===== src/dpram_host_pkg.sv =====
// Package: constants and carriers for the dual-port memory port controller
package dpram_host_pkg;
   // Array geometry (8K x 18 variant)
   localparam int ADDR_W        = 13;
   localparam int DATA_W        = 18;
   localparam int LANE_W        = 9;
   localparam logic [ADDR_W-1:0] MBOX_RIGHT = 13'h1fff;   // Right port mailbox
   localparam logic [ADDR_W-1:0] MBOX_LEFT  = 13'h1ffe;   // Left port mailbox
   localparam int TOKEN_W       = 3;                      // Token latch index bits
   // Timing, in ns, and derived cycle counts at 100 MHz
   localparam int CLK_NS        = 10;
   localparam int ACCESS_NS     = 25;                     // Access delay after select
   localparam int FLOW_NS       = 35;                     // Port to port flow-through
   localparam int SETUP_NS      = 15;                     // Data setup before strobe rise
   localparam int BUSY_NS       = 20;                     // Contention input settle
   localparam int RECOVER_NS    = 10;                     // Deselect time between cycles
   function automatic int ns2cyc(input int ns);
      int c;
      c = (ns + CLK_NS - 1) / CLK_NS;
      return (c < 1) ? 1 : c;
   endfunction : ns2cyc
   localparam int CNT_W         = 4;
   localparam logic [CNT_W-1:0] ACCESS_CYC  = CNT_W'(ns2cyc(ACCESS_NS));
   localparam logic [CNT_W-1:0] FLOW_CYC    = CNT_W'(ns2cyc(FLOW_NS));
   localparam logic [CNT_W-1:0] SETUP_CYC   = CNT_W'(ns2cyc(SETUP_NS));
   localparam logic [CNT_W-1:0] BUSY_CYC    = CNT_W'(ns2cyc(BUSY_NS));
   localparam logic [CNT_W-1:0] RECOVER_CYC = CNT_W'(ns2cyc(RECOVER_NS));
   // Request from the user side
   typedef struct packed {
      logic              write;                           // 1 write, 0 read
      logic              token;                           // Token latch, not memory
      logic [1:0]        lanes;                           // [1] upper, [0] lower
      logic [ADDR_W-1:0] addr;
      logic [DATA_W-1:0] wdata;
   } req_t;
   // Pins driven toward one device port
   typedef struct packed {
      logic              chip_sel_n;
      logic              token_latch_select_n;
      logic              rw;                              // 1 read, 0 write
      logic              out_drive_n;
      logic              upper_byte_sel_n;
      logic              lower_byte_sel_n;
      logic [ADDR_W-1:0] addr;
   } pins_t;
endpackage : dpram_host_pkg


===== src/cycle_timer.sv =====
// Reloadable down counter for access phase timing
`timescale 1ns/1ns
module cycle_timer
   import dpram_host_pkg::*;
(
   // Clock and reset
   input  wire logic             clk,
   input  wire logic             reset_n,
   // Control
   input  wire logic             load,
   input  wire logic [CNT_W-1:0] value,
   // Status
   output logic                  done
);
   logic [CNT_W-1:0] count;                               // Cycles left

   // Reload wins over counting
   always_ff @(posedge clk or negedge reset_n) begin
      if (!reset_n) begin
         count <= '0;
      end else if (load) begin
         count <= value;
      end else if (count != '0) begin
         count <= count - 1'b1;
      end
   end

   // Expired when zero; kept free of load so a reload on done forms no loop
   assign done = (count == '0);
endmodule : cycle_timer


===== src/dpram_port_host.sv =====
// Host controller driving one port of the dual-port memory
`timescale 1ns/1ns
module dpram_port_host
   import dpram_host_pkg::*;
#(
   parameter bit IS_LEFT = 1'b1                           // Port side this host drives
)(
   // Clock and reset
   input  wire logic              clk,
   input  wire logic              reset_n,
   // User request
   input  wire logic              req_valid,
   output logic                   req_ready,
   input  wire req_t              req,
   // User answer
   output logic                   rsp_valid,
   output logic [DATA_W-1:0]      rsp_data,
   output logic                   rsp_busy,
   output logic                   mail_pending,
   // Device control pins
   output pins_t                  pins,
   // Device data pins
   input  wire logic [DATA_W-1:0] data_in,
   output logic [DATA_W-1:0]      data_out,
   output logic [DATA_W-1:0]      data_oe,
   // Device flags
   input  wire logic              busy_n,
   input  wire logic              mail_irq_n
);
   typedef enum logic [4:0] {
      S_IDLE   = 5'b00001,
      S_SETTLE = 5'b00010,
      S_ACTIVE = 5'b00100,
      S_DONE   = 5'b01000,
      S_RECOV  = 5'b10000
   } state_t;

   state_t            state;                              // Cycle sequencer
   state_t            next_state;
   req_t              cur;                                // Latched request
   logic              t_load;                             // Timer reload
   logic [CNT_W-1:0]  t_value;                            // Timer reload value
   logic              t_done;                             // Timer expired
   logic              busy_seen;                          // Busy sampled in cycle
   logic [DATA_W-1:0] rd_word;                            // Read data from last selected cycle

   // Lane mask for the data drivers
   function automatic logic [DATA_W-1:0] lane_mask(input logic [1:0] lanes);
      return {{LANE_W{lanes[1]}}, {LANE_W{lanes[0]}}};
   endfunction : lane_mask

   // Own mailbox address for this side
   function automatic logic [ADDR_W-1:0] own_mbox(input bit left);
      return left ? MBOX_LEFT : MBOX_RIGHT;
   endfunction : own_mbox

   cycle_timer u_timer (
      .clk     (clk),
      .reset_n (reset_n),
      .load    (t_load),
      .value   (t_value),
      .done    (t_done)
   );

   // Next state and timer reloads
   always_comb begin
      next_state = state;
      t_load     = 1'b0;
      t_value    = '0;
      case (state)
         S_IDLE: begin
            if (req_valid) begin
               next_state = S_SETTLE;
               t_load     = 1'b1;
               t_value    = BUSY_CYC;
            end
         end
         S_SETTLE: begin
            // Address up, selects still high, busy given time to settle
            if (t_done) begin
               next_state = S_ACTIVE;
               t_load     = 1'b1;
               // Reads wait the flow-through bound so cross-port writes are seen
               t_value    = cur.write ? SETUP_CYC : FLOW_CYC;
            end
         end
         S_ACTIVE: begin
            if (t_done) begin
               next_state = S_DONE;
            end
         end
         S_DONE: begin
            next_state = S_RECOV;
            t_load     = 1'b1;
            t_value    = RECOVER_CYC;
         end
         S_RECOV: begin
            if (t_done) begin
               next_state = S_IDLE;
            end
         end
         default: begin
            next_state = S_IDLE;
         end
      endcase
   end

   // State register
   always_ff @(posedge clk or negedge reset_n) begin
      if (!reset_n) begin
         state <= S_IDLE;
      end else begin
         state <= next_state;
      end
   end

   // Request capture
   always_ff @(posedge clk or negedge reset_n) begin
      if (!reset_n) begin
         cur <= '0;
      end else if (state == S_IDLE && req_valid) begin
         cur <= req;
      end
   end

   assign req_ready = (state == S_IDLE);

   // Control pins; strobes only in the active phase
   always_ff @(posedge clk or negedge reset_n) begin
      if (!reset_n) begin
         pins <= '{chip_sel_n: 1'b1, token_latch_select_n: 1'b1, rw: 1'b1,
                   out_drive_n: 1'b1, upper_byte_sel_n: 1'b1,
                   lower_byte_sel_n: 1'b1, addr: '0};
      end else if (next_state == S_SETTLE || next_state == S_ACTIVE) begin
         pins.addr <= (next_state == S_SETTLE && state == S_IDLE) ? req.addr : cur.addr;
         if (next_state == S_ACTIVE) begin
            // Memory select stays high during a token access
            pins.chip_sel_n           <= cur.token;
            pins.token_latch_select_n <= !cur.token;
            pins.rw                   <= !cur.write;
            pins.out_drive_n          <= cur.write;
            pins.upper_byte_sel_n     <= cur.token ? 1'b1 : !cur.lanes[1];
            pins.lower_byte_sel_n     <= cur.token ? 1'b1 : !cur.lanes[0];
         end
      end else begin
         // Release all selects: write commits on this rising edge
         pins.chip_sel_n           <= 1'b1;
         pins.token_latch_select_n <= 1'b1;
         pins.rw                   <= 1'b1;
         pins.out_drive_n          <= 1'b1;
         pins.upper_byte_sel_n     <= 1'b1;
         pins.lower_byte_sel_n     <= 1'b1;
      end
   end

   // Write data driven from the end of settle through the strobe rise for setup and hold
   always_ff @(posedge clk or negedge reset_n) begin
      if (!reset_n) begin
         data_out <= '0;
         data_oe  <= '0;
      end else if (state == S_SETTLE && t_done && cur.write) begin
         // Token writes carry the request in bit zero only
         data_out <= cur.token ? {{(DATA_W-1){1'b0}}, cur.wdata[0]} : cur.wdata;
         data_oe  <= cur.token ? {{(DATA_W-1){1'b0}}, 1'b1} : lane_mask(cur.lanes);
      end else if (state == S_RECOV || state == S_IDLE) begin
         data_oe  <= '0;
      end
   end

   // Busy sampled after settle; a lost write is reported
   always_ff @(posedge clk or negedge reset_n) begin
      if (!reset_n) begin
         busy_seen <= 1'b0;
      end else if (state == S_SETTLE && next_state == S_ACTIVE) begin
         busy_seen <= !busy_n && !cur.token;
      end else if (state == S_ACTIVE && !busy_n && !cur.token) begin
         busy_seen <= 1'b1;
      end
   end

   // Read data taken while selects are still low; released lines are not valid
   always_ff @(posedge clk or negedge reset_n) begin
      if (!reset_n) begin
         rd_word <= '0;
      end else if (state == S_ACTIVE && t_done) begin
         // Token read shows the latch on every line; bit zero taken
         rd_word <= cur.token ? {DATA_W{data_in[0]}} : data_in & lane_mask(cur.lanes);
      end
   end

   // Answer: read data, busy outcome, one-cycle valid
   always_ff @(posedge clk or negedge reset_n) begin
      if (!reset_n) begin
         rsp_valid <= 1'b0;
         rsp_data  <= '0;
         rsp_busy  <= 1'b0;
      end else begin
         rsp_valid <= (state == S_DONE);
         if (state == S_DONE) begin
            rsp_busy <= busy_seen;
            // Writes answer with zero data
            rsp_data <= cur.write ? '0 : rd_word;
         end
      end
   end

   // Interrupt flag mirrored as active-high level
   always_ff @(posedge clk or negedge reset_n) begin
      if (!reset_n) begin
         mail_pending <= 1'b0;
      end else begin
         mail_pending <= !mail_irq_n;
      end
   end

   // Sampling point is decoded from S_DONE, the cycle after data is captured at the strobe's end
   logic sampled_in_active;
   assign sampled_in_active = (state == S_DONE) && !cur.write;
endmodule : dpram_port_host


===== config.mk =====
export PLATFORM = sky130hd
export DESIGN_NAME = dpram_port_host
export DESIGN_NICKNAME = d
export VERILOG_FILES = /design/src/dpram_host_pkg.sv /design/src/cycle_timer.sv /design/src/dpram_port_host.sv
export SDC_FILE = /design/constraint.sdc
export NUM_CORES = 1
export LEC_CHECK = 0
export ABC_AREA = 1
export BUFFER_PORTS_ARGS = -buffer_cell sky130_fd_sc_hd__buf_2
export CAP_MARGIN = 10
export CORE_ASPECT_RATIO = 0.7
export CORE_UTILIZATION = 53
export DETAILED_ROUTE_END_ITERATION = 8
export PLACE_DENSITY = 0.77
export SETUP_SLACK_MARGIN = 0.4
export SYNTH_ARGS = -nofsm -noshare
export SYNTH_HDL_FRONTEND = slang
export SYNTH_SLANG_ARGS = --single-unit
export TNS_END_PERCENT = 30

===== constraint.sdc =====
create_clock -name clk -period 1.9 [get_ports clk]
set_clock_uncertainty 0.15 [all_clocks]
set_input_delay 0.19 -clock clk [delete_from_list [all_inputs] [get_ports clk]]
set_output_delay 0.19 -clock clk [all_outputs]
set_load 0.03 [all_outputs]

==> results.json <==
{
  "worst_slack_ps": -20.6,
  "largest_net_degree_at_the_start_of_global_routing": 57,
  "floorplan.core_area_mm2": 0.00929,
  "number_of_vias_after_detailed_routing": 5335,
  "syn_inst": 571,
  "ctsLongestPathBuffers": 2,
  "fp.dieArea_mm2": 0.0102,
  "clkPwrFrac": 0.248,
  "port-buffer-count": 134,
  "postRouteAntennaNets": 0,
  "worstMarginPinSlew_ps": 525,
  "crit_path_start_kind": "flip-flop",
  "global_route.overflow_total": 0,
  "num_rows": 29,
  "net-switching-power_mw": 5.47,
  "detail_route.first_pass.iterations": 7,
  "fin_crit_sh": 1.01,
  "synth.ff_latch_count": 124,
  "totalPowerFinal_mw": 13.2,
  "synth.lib_cells_used.distinct": 34,
  "tns_ps": -26.3,
  "synth.largest_area_cell": "dfrtp_1",
  "clk_root_buffer_cell": "clkbuf_16",
  "seq_area_frac_synth": 0.598,
  "relSlewSlack": 0.650,
  "timing.final.max_slew_violations": 0,
  "most-common-layout-cells": "nand2_1, buf_2, dfrtp_1, dlygate4sd3_1, nand2_2",
  "gr-usage-all-layers": 0.312,
  "setup.worst_path.class": "reg2reg",
  "wp_data_arrival_ps": 2130,
  "switching_share": 0.413,
  "static-leakage-power_nw": 4.21,
  "finalNetCount": 859,
  "finalWorstPathRequiredPeriod_ps": 1920,
  "n_antenna_cell": 0,
  "hold_viol": 0,
  "drc_errors": 0,
  "tritoncts_clock_tree": "done",
  "status": "finished, violations left",
  "timing.hold.worst.class": "in2reg",
  "max_cap_viol_count": 0,
  "numClockSinks": 124,
  "worst_ep_required_time_ps": 2110,
  "layout.filler_cells": 411,
  "syn2layout_area_growth_pct": 56.2,
  "initial_core_util": 0.560,
  "wire_length_of_the_first_global_routing_pass_um": 24300,
  "share_of_power_burned_in_combinational_logic": 0.430,
  "yosys_warnings": 0,
  "grt_setup_unrepaired": "yes",
  "pin_count": 135,
  "fmax_mhz": 521,
  "cts_made_buffers": 17,
  "netlist_top_cells_area": "dfrtp_1, nand2_1, o21ai_0",
  "worst-path-max-fanout": 7,
  "worst_skew_pair.late_latency_ps": 420,
  "grt_pass1_vias": 5029,
  "antenna_found_initial": 0,
  "syn_area_mm2": 0.00520,
  "synth_fp_nets": 630,
  "cell_internal_pwr_mw": 7.77,
  "postRouteWirelength_um": 18900,
  "die_width_um": 120,
  "fraction_of_layout_instances_using_a_drive_strength_above_1": 0.396,
  "sequential_cell_fraction_of_total_power": 0.322,
  "routed_via_density": 5.69,
  "drt-initial-drc-count": 516,
  "yosysTopAreaCellShare": 0.563,
  "routedWlPerCell_um": 20.1,
  "setup.worst_path.end_class": "flip-flop",
  "detailedPlacementHpwl_um": 8230,
  "synth.avg_cell_area_um2": 9.11,
  "peakVddDrop_uv": 1220,
  "setup_viol": 3,
  "power_per_cell_area_mw_per_mm2": 1630,
  "layout_commonest_cell": "nand2_1",
  "failed_checks": "negative setup slack",
  "clk_pin_slew_worst_paths_ps": 60,
  "gp_routability_congestion": 0.880,
  "fp.dieH_um": 84.9,
  "number_of_levels_the_h_tree_was_split_into": 4
}
-- per-stage QoR --
step / worst slack (ps) / hold slack, ps / util / instance area (um2) / instances
floorplan: 337 / -256 / - / 5230 / 571
CTS: 128 / 0.0877 / 0.810 / 7530 / 916
detailed placement: 139 / 51.7 / 0.640 / 5950 / 804
finish: -20.6 / 5.15 / 0.874 / 8120 / 937
global placement: 208 / 49.0 / 0.640 / 5950 / 804
global route: -88.0 / 40.1 / 0.874 / 8120 / 937
-- worst max-delay path, cell delays in order (launching register included) --
cell,delay [ps]
dfstp_2,550
inv_4,60
nor2_4,160
nand4_4,190
buf_12,200
clkinv_8,80
buf_12,140
nand2_1,80
nand2_1,130
nand2_1,70
nand2_1,60
-- per-layer routing --
| layer | up-vias | GRT usage | share of wire |
|---|---|---|---|
| met5 | - | 0 | 0 |
| met4 | 0 | 0.140 | 0.054 |
| met3 | 104 | 0.0726 | 0.092 |
| met2 | 410 | 0.523 | 0.48 |
| met1 | 2555 | 0.389 | 0.37 |
| li1 | 2266 | - | - |
-- registers in the layout, indices dropped and copies added (netlist names), 3 cells and up --
register and count:
u_timer.count 4, rsp_data 18, rd_word 18, data_out 18, pins 19, data_oe 3
state 5, cur 35
-- what timing repair did --
action	CTS	global route
setup endpoints to repair	122	133
setup buffers	20	15
endpoints found under the hold margin	103	0
pin swaps	12	33
hold buffers	54	0
cloned	6	6
gates resized for setup	39	96
-- cells in the mapped netlist (all sizes together) --
cell / number
nand2: 234
dfrtp: 117
o21ai: 49
nor2: 35
inv: 27
buf: 26
a21oi: 19
a21boi: 17
clkbuf: 13
nand3: 8
dfstp: 7
nand4: 6
o22ai: 3
clkinv: 2
nor3: 2
ha: 1
nand3b: 1
o21bai: 1
or2: 1
xnor2: 1
xor2: 1
-- power groups by stage --
stage	sequential [mW]	combinational, mW	clock (mW)
floorplan	4.67	2.11	0
global route	4.30	6.03	3.39
CTS	4.06	4.37	3.23
finish	4.26	5.69	3.29
global placement	4.04	3.67	0
detailed placement	4.06	3.83	0
-- final cells by class --
type	count	area (um2)	share of cell area
Sequential cell	124	3120	0.384
Clock inverter	6	82.6	0.0102
Tap cell	124	155	0.0191
Timing Repair Buffer	248	2060	0.254
Multi-Input combinational cell	380	2060	0.253
Clock buffer	26	509	0.0627
Inverter	29	140	0.0173
-- path summary, 6_finish.rpt --
kind	start	endpoint	slack [ps]	depth (start not counted)
setup / recovery	state[0]	pins[11]	-20	10
hold / removal	data_in[9]	rd_word[9]	5	3
setup reg to reg	state[0]	pins[11]	-20	10
hold reg to reg	rsp_data[13]	rsp_data[13]	330	2
max in group asynchronous	reset_n	rd_word[1]	690	3
min in group asynchronous	reset_n	rd_word[0]	140	2
-- logic make-up (layout without fill, tap and decap cells) --
family,after synthesis,in the layout,share of synthesized area
AOI/OAI and AO/OA,89,89,0.0950
xor gates and xnor gates,2,2,0.00337
adders and majority gates,1,1,0.00241
buffers and inverters,68,309,0.0681
DFF,124,124,0.598
and+or+nand+nor,287,288,0.233
Note: power is estimated with default switching activity, not from simulation.
